[config.mk]
export PLATFORM = sky130hd
export DESIGN_NAME = seg_addr_gen
export DESIGN_NICKNAME = d
export VERILOG_FILES = /design/src/verilog/seg_addr_pkg.sv /design/src/verilog/phys_addr_adder.sv /design/src/verilog/seg_addr_gen.sv
export VERILOG_INCLUDE_DIRS = /design/src /design/src/verilog
export SDC_FILE = /design/constraint.sdc
export NUM_CORES = 1
export LEC_CHECK = 0
export BUFFER_PORTS_ARGS = -buffer_cell sky130_fd_sc_hd__buf_2
export CAP_MARGIN = 20
export CORE_MARGIN = 10
export CORE_UTILIZATION = 52
export CTS_BUF_LIST = sky130_fd_sc_hd__clkbuf_4 sky130_fd_sc_hd__clkbuf_8
export DETAILED_ROUTE_END_ITERATION = 10
export HOLD_SLACK_MARGIN = 0.03
export PLACE_DENSITY = 0.93
export SYNTH_ARGS = -nofsm -noshare
export SYNTH_HDL_FRONTEND = slang
export SYNTH_SLANG_ARGS = --single-unit
[constraint.sdc]
create_clock -name i_sys_clk -period 4.2 [get_ports i_sys_clk]
set_input_delay 0.63 -clock i_sys_clk [delete_from_list [all_inputs] [get_ports i_sys_clk]]
set_output_delay 0.63 -clock i_sys_clk [all_outputs]
set_load 0.02 [all_outputs]
[src/verilog/seg_addr_regs.svh]
/*
 * Constants for the segmented address generator: widths, reset values
 * and segment register load selectors.
 * Assumes inclusion by bare name from the package and the design files.
 */
`ifndef SEG_ADDR_REGS_SVH
`define SEG_ADDR_REGS_SVH
// Summary of operation
// - physical address is segment shifted left four bits plus offset, 20 bits wide.
// - each segment is a linear run of 65536 bytes reached by a 16-bit offset.
// - four 16-bit segment registers (code, data, stack, extra) supply every segment value.
// - the segment register is chosen implicitly from the kind of reference.
// - instruction fetches, immediates included, use the code segment.
// - ordinary data references use the data segment by default.
// - stack pushes, pops and base-pointer-relative references use the stack segment.
// - string references indexed by the destination index use the extra segment.
// - a separate I/O space of 65536 byte ports or 32768 word ports is used by I/O ops only.
// - an I/O port address comes from an 8-bit immediate or the 16-bit port pointer.
// - an 8-bit port address is zero-extended, bits 15 to 8 driven low.

// ==========================================================
// widths
`define SEG_W        16
`define OFS_W        16
`define PHYS_W       20
`define SEG_SHIFT    4
`define PORT_W       16
`define IMM_PORT_W   8

// ==========================================================
// reset values
`define CODE_SEG_RST 16'hFFFF
`define SEG_RST      16'h0000
`define PORT_RST     16'h0000
`define PHYS_RST     20'h0_0000

// ==========================================================
// segment register load selectors
`define SEGSEL_CODE  2'h0
`define SEGSEL_DATA  2'h1
`define SEGSEL_STACK 2'h2
`define SEGSEL_EXTRA 2'h3
`endif
[src/verilog/seg_addr_pkg.sv]
/*
 * Types for the segmented address generator.
 * Assumes seg_addr_regs.svh is on the include path.
 */
`default_nettype none
`include "seg_addr_regs.svh"
package seg_addr_pkg;
   // ==========================================================
   // kind of reference presented by the sequencer
   typedef enum logic [3:0] {
      REF_FETCH     = 4'h0,  // opcode or immediate byte
      REF_DATA      = 4'h1,  // ordinary data operand
      REF_STACK     = 4'h2,  // push or pop
      REF_BASE_PTR  = 4'h3,  // offset built with base pointer
      REF_STR_DEST  = 4'h4,  // string op, destination index
      REF_STR_SRC   = 4'h5,  // string op, source index
      REF_IO_IMM    = 4'h6,  // port in instruction byte
      REF_IO_PTR    = 4'h7   // port in port pointer register
   } ref_kind_t;

   // output cycle kind
   typedef enum logic [2:0] {
      CYC_IDLE = 3'b001,
      CYC_MEM  = 3'b010,
      CYC_IO   = 3'b100
   } cyc_kind_t;

   typedef struct packed {
      logic [`SEG_W-1:0]  code_seg;
      logic [`SEG_W-1:0]  data_seg;
      logic [`SEG_W-1:0]  stack_seg;
      logic [`SEG_W-1:0]  extra_seg;
      logic [`PORT_W-1:0] port_ptr;
      logic [`PHYS_W-1:0] addr;
      logic               addr_valid;
      logic               io_cycle;
      logic               io_word;
      cyc_kind_t          cyc;
   } sag_state_t;
endpackage : seg_addr_pkg
`default_nettype wire

[src/verilog/phys_addr_adder.sv]
/*
 * Combinational physical address former: segment * 16 + offset.
 * Assumes a caller that registers the result.
 */
`timescale 1ns/1ps
`default_nettype none
`include "seg_addr_regs.svh"
module phys_addr_adder (
   // operands
   input  wire logic [`SEG_W-1:0]  i_seg,
   input  wire logic [`OFS_W-1:0]  i_ofs,
   // result
   output logic      [`PHYS_W-1:0] o_phys
);
   // ==========================================================
   // sum is formed at 20 bits so the top carry falls away
   always_comb begin
      o_phys = {i_seg, {`SEG_SHIFT{1'b0}}}
               + {{(`PHYS_W-`OFS_W){1'b0}}, i_ofs};
   end
endmodule : phys_addr_adder
`default_nettype wire

[src/verilog/seg_addr_gen.sv]
/*
 * Segmented address generator of the 16-bit core: holds the four
 * segment registers and the port pointer, picks the implied segment
 * and forms memory or I/O addresses one cycle after a request.
 *
 * Timing: a request taken on one rising edge shows its address and a
 * one-cycle valid strobe after that edge; the address and the io flags
 * then stand until the next request. Requests may come every cycle.
 * A segment or port pointer load taken on the same edge as a request
 * is not seen by that request; it serves the next one.
 *
 * Memory addresses are segment times sixteen plus offset, kept to
 * twenty bits so that a carry out of the top bit is lost. I/O
 * addresses are sixteen bits, placed in the low part of the bus.
 *
 * Assumes the instruction sequencer on the same clock drives requests
 * and register loads; no back-pressure exists, so every request is
 * answered, and no input needs synchronising.
 */
`timescale 1ns/1ps
`default_nettype none
`include "seg_addr_regs.svh"
module seg_addr_gen
   import seg_addr_pkg::*;
(
   // clock and reset
   input  wire logic                     i_sys_clk,
   input  wire logic                     i_sys_rst,
   // segment and pointer loads
   input  wire logic                     i_seg_load,
   input  wire logic [1:0]               i_seg_sel,
   input  wire logic [`SEG_W-1:0]        i_seg_value,
   input  wire logic                     i_port_ptr_load,
   input  wire logic [`PORT_W-1:0]       i_port_ptr_value,
   // address request
   input  wire logic                     i_req,
   input  wire seg_addr_pkg::ref_kind_t  i_ref_kind,
   input  wire logic [`OFS_W-1:0]        i_offset,
   input  wire logic [`IMM_PORT_W-1:0]   i_port_imm,
   input  wire logic                     i_io_word,
   // address out to memory and I/O bus
   output logic [`PHYS_W-1:0]            o_addr,
   output logic                          o_addr_valid,
   output logic                          o_io_cycle,
   output logic                          o_io_word,
   // segment and pointer contents, for saves and debug
   output logic [`SEG_W-1:0]             o_code_segment,
   output logic [`SEG_W-1:0]             o_data_segment_register,
   output logic [`SEG_W-1:0]             o_stack_segment,
   output logic [`SEG_W-1:0]             o_extra_segment_register,
   output logic [`PORT_W-1:0]            o_port_pointer_register
);
   import seg_addr_pkg::*;

   sag_state_t         state;
   sag_state_t         next_state;
   logic [`SEG_W-1:0]  chosen_seg;
   logic [`PHYS_W-1:0] mem_addr;
   logic [`PHYS_W-1:0] io_addr;
   logic               req_is_io;

   // ==========================================================
   // implied segment choice: no segment field in the encoding
   function automatic logic [`SEG_W-1:0] pick_seg(input ref_kind_t k,
                                                  input sag_state_t s);
      logic [`SEG_W-1:0] r;
      r = s.data_seg;
      unique case (k)
         REF_FETCH:              r = s.code_seg;
         REF_STACK, REF_BASE_PTR: r = s.stack_seg;
         REF_STR_DEST:           r = s.extra_seg;
         default:                r = s.data_seg;
      endcase
      return r;
   endfunction : pick_seg

   // ==========================================================
   // zero-extended short port, high byte forced low
   function automatic logic [`PORT_W-1:0] short_port(input logic [`IMM_PORT_W-1:0] p);
      return {{(`PORT_W-`IMM_PORT_W){1'b0}}, p};
   endfunction : short_port

   // ==========================================================
   // io kinds address the separate port space, never memory
   function automatic logic is_io_ref(input ref_kind_t k);
      logic r;
      r = 1'b0;
      unique case (k)
         REF_IO_IMM, REF_IO_PTR: r = 1'b1;
         default:                r = 1'b0;              // codes 8 to 15 too
      endcase
      return r;
   endfunction : is_io_ref

   // ==========================================================
   // port number on the address bus; top nibble always zero
   function automatic logic [`PHYS_W-1:0] io_bus_addr(
      input ref_kind_t              k,
      input logic [`PORT_W-1:0]     ptr,
      input logic [`IMM_PORT_W-1:0] imm
   );
      logic [`PORT_W-1:0] port;
      // full pointer or widened byte, nothing from a segment
      port = (k == REF_IO_PTR) ? ptr : short_port(imm);
      return {{(`PHYS_W-`PORT_W){1'b0}}, port};
   endfunction : io_bus_addr

   // ==========================================================
   // one of four segment registers takes the load value
   function automatic sag_state_t write_seg(
      input sag_state_t         s,
      input logic [1:0]         sel,
      input logic [`SEG_W-1:0]  v
   );
      sag_state_t r;
      r = s;
      unique case (sel)
         `SEGSEL_CODE:  r.code_seg  = v;
         `SEGSEL_DATA:  r.data_seg  = v;
         `SEGSEL_STACK: r.stack_seg = v;
         `SEGSEL_EXTRA: r.extra_seg = v;
      endcase
      return r;
   endfunction : write_seg

   // ==========================================================
   // memory cycle: formed address, io flags cleared
   function automatic sag_state_t take_mem(
      input sag_state_t         s,
      input logic [`PHYS_W-1:0] a
   );
      sag_state_t r;
      r            = s;
      r.addr_valid = 1'b1;
      r.io_cycle   = 1'b0;
      r.io_word    = 1'b0;
      r.cyc        = CYC_MEM;
      r.addr       = a;
      return r;
   endfunction : take_mem

   // ==========================================================
   // io cycle: port address, width flag copied from the request
   function automatic sag_state_t take_io(
      input sag_state_t         s,
      input logic [`PHYS_W-1:0] a,
      input logic               word
   );
      sag_state_t r;
      r            = s;
      r.addr_valid = 1'b1;
      r.io_cycle   = 1'b1;
      r.io_word    = word;
      r.cyc        = CYC_IO;
      r.addr       = a;
      return r;
   endfunction : take_io

   // ==========================================================
   // request decode, read from the registers before they move
   assign req_is_io  = is_io_ref(i_ref_kind);
   assign chosen_seg = pick_seg(i_ref_kind, state);
   assign io_addr    = io_bus_addr(i_ref_kind, state.port_ptr, i_port_imm);

   phys_addr_adder u_adder (
      .i_seg  (chosen_seg),
      .i_ofs  (i_offset),
      .o_phys (mem_addr)
   );

   // ==========================================================
   // next-state logic
   always_comb begin
      next_state = state;
      next_state.addr_valid = 1'b0;
      next_state.cyc        = CYC_IDLE;
      // loads land before the next request reads them
      if (i_seg_load) begin
         next_state = write_seg(next_state, i_seg_sel, i_seg_value);
      end
      if (i_port_ptr_load) begin
         next_state.port_ptr = i_port_ptr_value;
      end
      // request uses the old registers, so a same-cycle load waits a cycle
      if (i_req && req_is_io) begin
         next_state = take_io(next_state, io_addr, i_io_word);
      end else if (i_req) begin
         next_state = take_mem(next_state, mem_addr);
      end
   end

   // ==========================================================
   // state register; code segment resets high like a classic core
   always_ff @(posedge i_sys_clk) begin
      if (i_sys_rst) begin
         state.code_seg   <= `CODE_SEG_RST;
         state.data_seg   <= `SEG_RST;
         state.stack_seg  <= `SEG_RST;
         state.extra_seg  <= `SEG_RST;
         state.port_ptr   <= `PORT_RST;
         state.addr       <= `PHYS_RST;
         state.addr_valid <= 1'b0;
         state.io_cycle   <= 1'b0;
         state.io_word    <= 1'b0;
         state.cyc        <= CYC_IDLE;
      end else begin
         state <= next_state;
      end
   end

   // ==========================================================
   // bus side, straight from the state register
   assign o_addr                   = state.addr;
   assign o_addr_valid             = state.addr_valid;
   assign o_io_cycle               = state.io_cycle;
   assign o_io_word                = state.io_word;

   // ==========================================================
   // register contents for saves and debug
   assign o_code_segment           = state.code_seg;
   assign o_data_segment_register  = state.data_seg;
   assign o_stack_segment          = state.stack_seg;
   assign o_extra_segment_register = state.extra_seg;
   assign o_port_pointer_register  = state.port_ptr;
endmodule : seg_addr_gen
`default_nettype wire

==> flow_summary.toml, run 1 <==
[floorplan]
coreArea_sq_mm = 0.00933
start_util = 0.540
die-area_sq_mm = 0.0140
placementRows = 35
die_w_microns = 118
die_h_microns = 118
pin_count = 171

[global_route]
grt_overflow_total = 0
grt_pass1_vias = 5030
grt_pass1_wl_microns = 26800
grt_max_degree = 103
antenna_found_initial = 0
grt.total_usage = 0.227

[route]
drt-initial-drc-count = 631
wl_per_cell_microns = 18.4
drc = 0
first_pass_iters = 7
routed_wl_microns = 16600
drt-vias-per-instance = 5.79
vias = 5231
ant_nets = 0

[layout]
syn2layout_area_growth_pct = 21.0
layout-drive-gt1-share = 0.265
design_area_sq_mm = 0.00609
diodes = 0
fill_cells = 776
multiInputGateArea_sq_mm = 0.00276
post-route-util = 0.653
finalNonFillerCells = 904
regArea_sq_mm = 0.00206
fin_nets = 852

[placed_design]
routabilityCongestion = 0.919
port-buffer-count = 170
dp_hpwl_microns = 12700
dpl_cell_area_sq_mm = 0.00589
dp.cells = 887
post-place-ws_ns = 0.442

[min_path]
hold_class = "flip-flop to flip-flop"

[cts]
cts_buffers = 9
cts_sinks = 103
cts_tree = "built"
postCtsHoldBufs = 0
clk_latency_ns = 0.38
cts_setup_buffers = 0
root_buffer = "clkbuf_8"
cts_resized = 0
clkTransAtPathRegs_ns = 0.10
cts_max_path_buffers = 2
h-tree-depth = 3

[timing]
hold_viol = 0
finalHoldWorstSlack_ns = 0.466
worstMarginPinSlew_ns = 1.03
finalSetupViolCount = 0
layout_setup_ws_ns = 0.737
slew_headroom = 0.312
tns_ns = 0
rsz0062_at_grt = "no"
max_clock_freq_mhz = 289
period_minus_slack_ns = 3.46
clock_skew_ns = 0.0129
slew_violations = 0
finalCritPeriodShare = 0.825

[status]
status = "finished, final reports clean"

[synthesis]
synth_most_common_cell = "nand2_1"
netlist_area_sq_mm = 0.00503
synth_top_cell_area_share = 0.410
synth_flop_cell = "dfxtp_1"
syn_inst = 627
synth_commonest_cells = "126 x nand2_1, 103 x dfxtp_1, 95 x a21oi_1"
synth_area_leaders = "dfxtp_1 41%, a21oi_1 9.4%, nand2_1 9.4%, nor2_1 4.0%, ha_1 3.2%"
synth_seq_cells = 103
ys_types = 55
yosys.area.top_type = "dfxtp_1"
syn-num-nets = 709
synth_edf_count = 0
avgSynthCellArea_sq_um = 8.03
synth_async_sr_flop_share = 0
ys_seq_area_frac = 0.410
ys_warn_count = 0

[flow_run]
maxCapViolations = 0

[critical_path]
critPathRequiredTime_ns = 4.47
critPathCaptureType = "flip-flop"
critPathKind = "input port to flip-flop"
worstSetupStartpointType = "input port"
arrival_ns = 3.74
cpPeakStageDelay_ns = 0.40
crit_top_cell = "a21oi_1"
critPathMaxFanout = 22
cp_cell_sequence = "buf_2 > or2_1 > buf_4 > o21a_1 > o22ai_1 > a21oi_1 > ha_1 > inv_1 > fa_1 > nand2b_1 > a21oi_1 > nor2b_1 > o211ai_1 > a32oi_1 > a211oi_1"
cp_slowest_cell = "fa_1"

[power]
p_per_area_mw_per_mm2 = 353
p_leak_nw = 2.68
peakVddDrop_v = 0.000224
finalPower_mw = 2.15
-- metal layers --
metal | up-vias | track usage | share of wire
li1 | 2506 | - | -
met4 | 0 | 0.0618 | 0.019
met1 | 2405 | 0.282 | 0.41
met5 | - | 0 | 0
met3 | 21 | 0.0876 | 0.12
met2 | 299 | 0.359 | 0.45
-- state kept, by name, indices dropped and copies added, names as in the netlist --
signal,flops
o_addr,20
o_addr_valid,1
o_io_word,1
o_io_cycle,1
o_port_pointer_register,16
o_stack_segment,16
o_code_segment,16
o_data_segment_register,16
o_extra_segment_register,16
-- worst max-delay path, delay by kind of cell --
kind | cells | cell delay (ns)
adders and majority gates | 2 | 0.61
buffers and inverters | 3 | 0.62
AOI/OAI and AO/OA | 7 | 1.31
and+or+nand+nor | 3 | 0.53
-- area by class of cell --
type / count / share of cell area
clock buffer: 9 / 0.0203
clock inverter: 7 / 0.0111
timing repair buffer: 176 / 0.147
multi-input combinational: 474 / 0.453
tap: 129 / 0.0265
sequential: 103 / 0.338
inverter: 6 / 0.00370
-- power by group --
part | internal (mW) | leakage [nW] | switching [mW] | total [mW]
Clock | 0.230 | 0.0989 | 0.377 | 0.607
Sequential | 1.03 | 0.843 | 0.0386 | 1.07
Combinational | 0.181 | 1.74 | 0.298 | 0.478
-- path summary, 6_finish.rpt --
check	start	endpoint	slack (ns)	depth (start not counted)
setup / recovery	i_ref_kind[1]	o_addr[12]	0.74	15
hold / removal	o_addr[18]	o_addr[18]	0.47	2
setup reg to reg	o_stack_segment[0]	o_addr[12]	1.42	12
hold reg to reg	o_addr[18]	o_addr[18]	0.47	2
-- cells in the final DEF (no fill, tap or decap), drive strengths merged, types with 3 or more instances in the layout --
cell and instances:
buf 176, nand2 126, dfxtp 103, a21oi 96, nor2 55, nor2b 18, a211o 16, mux2i 16
o21a 14, o22ai 14, nand3 13, ha 13, a221oi 9, clkbuf 9, nor3 9, inv 9
a211oi 7, o21ai 7, a21o 6, xnor2 6, and3 5, o211ai 5, a32oi 4, clkinv 4
a22oi 3, a311oi 3, or2 3
-- cell families after synthesis --
kind of cell | synth area share
AND/OR/NAND/NOR | 0.210
AO/OA/AOI/OAI | 0.250
flip-flops | 0.410
buffers and inverters | 0.0437
multiplexers | 0.0363
adder cells (fa/ha/maj) | 0.0363
XOR/XNOR | 0.0139
(Power assumes the default switching activity.)
==> inputs of run 2 (changes only) <==
clock period = 3.2 ns   (was 4.2 ns; I/O delays follow)
==> run 2 against run 1 <==
Effect of this change: first-iteration DRC count is 4.9% higher; clock skew is 0.0031 ns lower; critical path depth is 1 lower; setup slack worse by 0.43 ns; power is 38% higher.
==> flow_summary.toml, run 2 (synthesis gave the netlist of run 1 again) <==
[cts]
clkTransAtPathRegs_ns = 0.10
cts_resized = 0
cts_setup_buffers = 0
cts_sinks = 103
cts_max_path_buffers = 2
clk_latency_ns = 0.38
root_buffer = "clkbuf_8"
cts_tree = "built"
h-tree-depth = 3
postCtsHoldBufs = 0
cts_buffers = 9

[timing]
finalCritPeriodShare = 0.905
slew_violations = 0
slew_headroom = 0.484
max_clock_freq_mhz = 345
tns_ns = 0
finalHoldWorstSlack_ns = 0.337
rsz0062_at_grt = "no"
clock_skew_ns = 0.00985
period_minus_slack_ns = 2.90
worstMarginPinSlew_ns = 0.772
finalSetupViolCount = 0
hold_viol = 0

[floorplan]
start_util = 0.540
die_w_microns = 118
placementRows = 35
die-area_sq_mm = 0.0140
die_h_microns = 118
pin_count = 171
coreArea_sq_mm = 0.00933

[route]
drt-vias-per-instance = 5.78
routed_wl_microns = 17500
wl_per_cell_microns = 18.7
ant_nets = 0
drc = 0
first_pass_iters = 6
drt-initial-drc-count = 662
vias = 5417

[layout]
largest_reg_flops = 20
layout-drive-gt1-share = 0.298
syn2layout_area_growth_pct = 27.3
design_area_sq_mm = 0.00641
final_common_cell = "buf_2"
fin_nets = 886
final_cell_mix = "169 x buf_2, 126 x nand2_1, 103 x dfxtp_1, 94 x a21oi_1, 54 x nor2_1"
post-route-util = 0.687
diodes = 0

[power]
finalPower_mw = 2.97
p_leak_nw = 2.87
peakVddDrop_v = 0.000318
p_sw_uw = 948
power_frac_comb = 0.233
switching_share = 0.319
p_int_mw = 2.02
p_seq_frac = 0.470
p_per_area_mw_per_mm2 = 464
clock_power_share = 0.297

[critical_path]
critPathCaptureType = "flip-flop"
critPathKind = "input port to flip-flop"
rrSetupSlack_ns = 0.55
worstSetupStartpointType = "input port"
cpPeakStageDelay_ns = 0.34
path_depth = 14
crit_family = "simple AND/OR/NAND/NOR gates"
crit_top_cell = "a21oi_1"
critPathRequiredTime_ns = 3.49
critPathMaxFanout = 18
cp_num_buf_inv = 3
arrival_ns = 3.18
r2r_cells = 13
cp_cell_sequence = "buf_2 > or2_1 > buf_12 > nor3_4 > buf_4 > a21oi_1 > a21oi_1 > ha_1 > and3_1 > nor4b_1 > nor2_1 > a211oi_2 > xor2_1 > a2111oi_2"
cp_slowest_cell = "a2111oi_2"

[global_route]
antenna_found_initial = 0
grt.total_usage = 0.236
grt_max_degree = 70
grt_overflow_total = 0
grt_pass1_vias = 5208
grt_pass1_wl_microns = 27700

[flow_run]
maxCapViolations = 0

[placed_design]
dpl_cell_area_sq_mm = 0.00619
dp_hpwl_microns = 13600
routabilityCongestion = 0.986
port-buffer-count = 170

[status]
status = "finished, final reports clean"

[min_path]
hold_depth = 3
hold_class = "input port to flip-flop"
[run 2: cell types whose count changed in the layout (fill, tap and decap cells not counted)]
cell / before / now
buf_4: 7 / 39
bufinv_16: 0 / 1
inv_6: 2 / 3
clkbuf_8: 9 / 10
clkinv_8: 1 / 0
nor3_1: 8 / 7
a21oi_1: 95 / 94
nor3_4: 0 / 1
buf_12: 0 / 2
clkinv_4: 2 / 0
a21oi_2: 1 / 2
[run 2: per-layer routing]
layer  vias up  share of wire  GRT usage
li1       2572              -          -
met1      2492           0.40      0.295
met2       324           0.47      0.391
met3        29           0.11     0.0666
met4         0          0.016     0.0626
met5         -              0          0
[run 2: cell type report]
class,instances,area (sq um)
multi-input cells,474,2770
inverters,6,22.5
fillers,737,2920
repair buffers,210,1180
clock buffers,10,138
clock inverters,6,72.6
flip-flops and latches,103,2060
well taps,129,161
[run 2: stage by stage]
step                setup WS [ns]  std cells
global placement           0.0593        921
detailed placement        -0.0198        921
floorplan                 0.00256        627
global route                0.137        938
CTS                         0.340        937
finish                      0.303        938
[run 2: path summary, 6_finish.rpt]
check | start | end
worst max register to register | o_stack_segment[1] | o_addr[15]
worst max-delay path | i_ref_kind[0] | o_addr[17]
worst min register to register | o_addr[7] | o_addr[7]
worst min-delay path | i_port_ptr_value[8] | o_port_pointer_register[8]
[run 2: power by group through the flow]
stage          logic [mW]  registers, mW  clock network, mW
6_report            0.692           1.40              0.882
3_3_place_gp        0.662           1.42                  0
3_5_place_dp        0.680           1.42                  0
5_1_grt             0.751           1.40              0.934
2_1_floorplan       0.340           1.49                  0
4_1_cts             0.685           1.40              0.879
[run 2: worst min-delay path: cells and delay by family]
| family | cells | cell delay [ns] |
|---|---|---|
| buffers and inverters | 1 | 0.07 |
| muxes | 1 | 0.05 |
| and+or+nand+nor | 1 | 0.07 |
==> inputs of run 3 (changes only) <==
ABC_CLOCK_PERIOD_IN_PS = 3200   (was unset)
GPL_TIMING_DRIVEN = 0   (was unset)
==> run 3 against run 2 <==
Effect of this change: cell area fell by 0.66%; non-clock buffer count rose by 8; sequential share of layout area rose by 0.22 points; fmax fell by 5.2%; utilization fell by 0.46 points; clock power fell by 7.4%; die area did not move; register-to-register slack improved by 0.07 ns; largest cell class unchanged.
==> flow_summary.toml, run 3 (synthesis gave the netlist of run 1 again) <==
[route]
drt-initial-drc-count = 560
routed_wl_microns = 18000
ant_nets = 0
wl_per_cell_microns = 19.0
vias = 5483
first_pass_iters = 5
drc = 0
drt-vias-per-instance = 5.79

[global_route]
grt_pass1_wl_microns = 27300
grt_pass1_vias = 5202
grt_overflow_total = 0
grt_max_degree = 19
antenna_found_initial = 0
grt.total_usage = 0.237

[cts]
postCtsHoldBufs = 0
clkTransAtPathRegs_ns = 0.09
cts_max_path_buffers = 2
root_buffer = "clkbuf_8"
h-tree-depth = 3
clk_latency_ns = 0.39
cts_buffers = 9
cts_tree = "built"
cts_sinks = 103

[timing]
slew_headroom = 0.444
hold_viol = 0
slew_violations = 0
layout_setup_ws_ns = 0.145
period_minus_slack_ns = 3.05
finalCritPeriodShare = 0.955
clock_skew_ns = 0.0179
max_clock_freq_mhz = 327
finalHoldWorstSlack_ns = 0.285
rsz0062_at_grt = "no"
finalSetupViolCount = 0
worstMarginPinSlew_ns = 0.833

[power]
p_per_area_mw_per_mm2 = 454
p_leak_nw = 2.79
finalPower_mw = 2.89
peakVddDrop_v = 0.000283

[critical_path]
rrSetupSlack_ns = 0.62
critPathRequiredTime_ns = 3.49
crit_family = "compound AO/OA/AOI/OAI gates"
crit_top_cell = "a21oi_1"
cp_num_buf_inv = 4
cp_slowest_cell = "ha_1"
critPathKind = "input port to flip-flop"
cp_cell_sequence = "buf_2 > or2_1 > buf_2 > nor3_4 > buf_6 > a21oi_1 > a21oi_1 > ha_1 > a21oi_1 > nand2_1 > o211ai_1 > buf_4 > a21oi_1 > o32ai_1"
arrival_ns = 3.34
worstSetupStartpointType = "input port"
cpPeakStageDelay_ns = 0.35
critPathCaptureType = "flip-flop"
critPathMaxFanout = 7

[floorplan]
die_h_microns = 118
pin_count = 171
coreArea_sq_mm = 0.00933
placementRows = 35
die_w_microns = 118
start_util = 0.540
die-area_sq_mm = 0.0140

[layout]
final_common_cell = "buf_2"
fin_nets = 894
syn2layout_area_growth_pct = 26.4
layout-drive-gt1-share = 0.286
final_cell_mix = "177 x buf_2, 126 x nand2_1, 103 x dfxtp_1, 92 x a21oi_1, 53 x nor2_1"
largest_reg_flops = 20

[placed_design]
dp_hpwl_microns = 13800
port-buffer-count = 168
post-place-ws_ns = -0.477
routabilityCongestion = 0.963

[flow_run]
maxCapViolations = 0

[status]
status = "finished, final reports clean"

[min_path]
hold_class = "input port to flip-flop"
## run 3: worst paths after layout
check | from | end | cells past startpoint
setup / recovery | i_ref_kind[0] | o_addr[16] | 14
hold / removal | i_sys_rst | o_addr_valid | 2
setup reg to reg | o_stack_segment[3] | o_addr[14] | 11
hold reg to reg | o_addr[18] | o_addr[18] | 2
## run 3: per-stage QoR
stage | cells | cell area, sq um | utilization | setup TNS [ns]
after floorplan | 627 | 5050 | - | 0
after global placement | 924 | 6050 | 0.649 | -2.63
after detailed placement | 924 | 6050 | 0.649 | -2.72
after CTS | 941 | 6270 | 0.672 | 0
after global routing | 946 | 6360 | 0.682 | 0
final | 947 | 6360 | 0.682 | 0
## run 3: what timing repair did
action,in CTS,in global routing
setup buffers,1,4
gates resized for setup,3,20
gates cloned,0,1
pin swaps,1,8
setup endpoints to repair,3,7
## run 3: area by class of cell
type	instances	area [sq um]
Clock buffer	11	151
Inverter	6	22.5
Buffer	44	210
Multi-Input combinational cell	474	2830
Fill cell	792	2960
Tap cell	129	161
Timing Repair Buffer	174	883
Sequential cell	103	2060
Antenna cell	1	2.50
Clock inverter	5	45.0
## run 3: metal layers
metal | vias up | share of wire | wire, microns | track usage
li1 | 2587 | - | - | -
met3 | 31 | 0.12 | 2180 | 0.0795
met4 | 0 | 0.017 | 310 | 0.0580
met1 | 2545 | 0.39 | 6940 | 0.276
met5 | - | 0 | 0 | 0
met2 | 320 | 0.48 | 8590 | 0.409
## run 3: power by group
part	switching, mW	total, mW	internal, mW
clock	0.479	0.817	0.338
combinational	0.420	0.675	0.255
sequential	0.0474	1.39	1.35
total	0.947	2.89	1.94
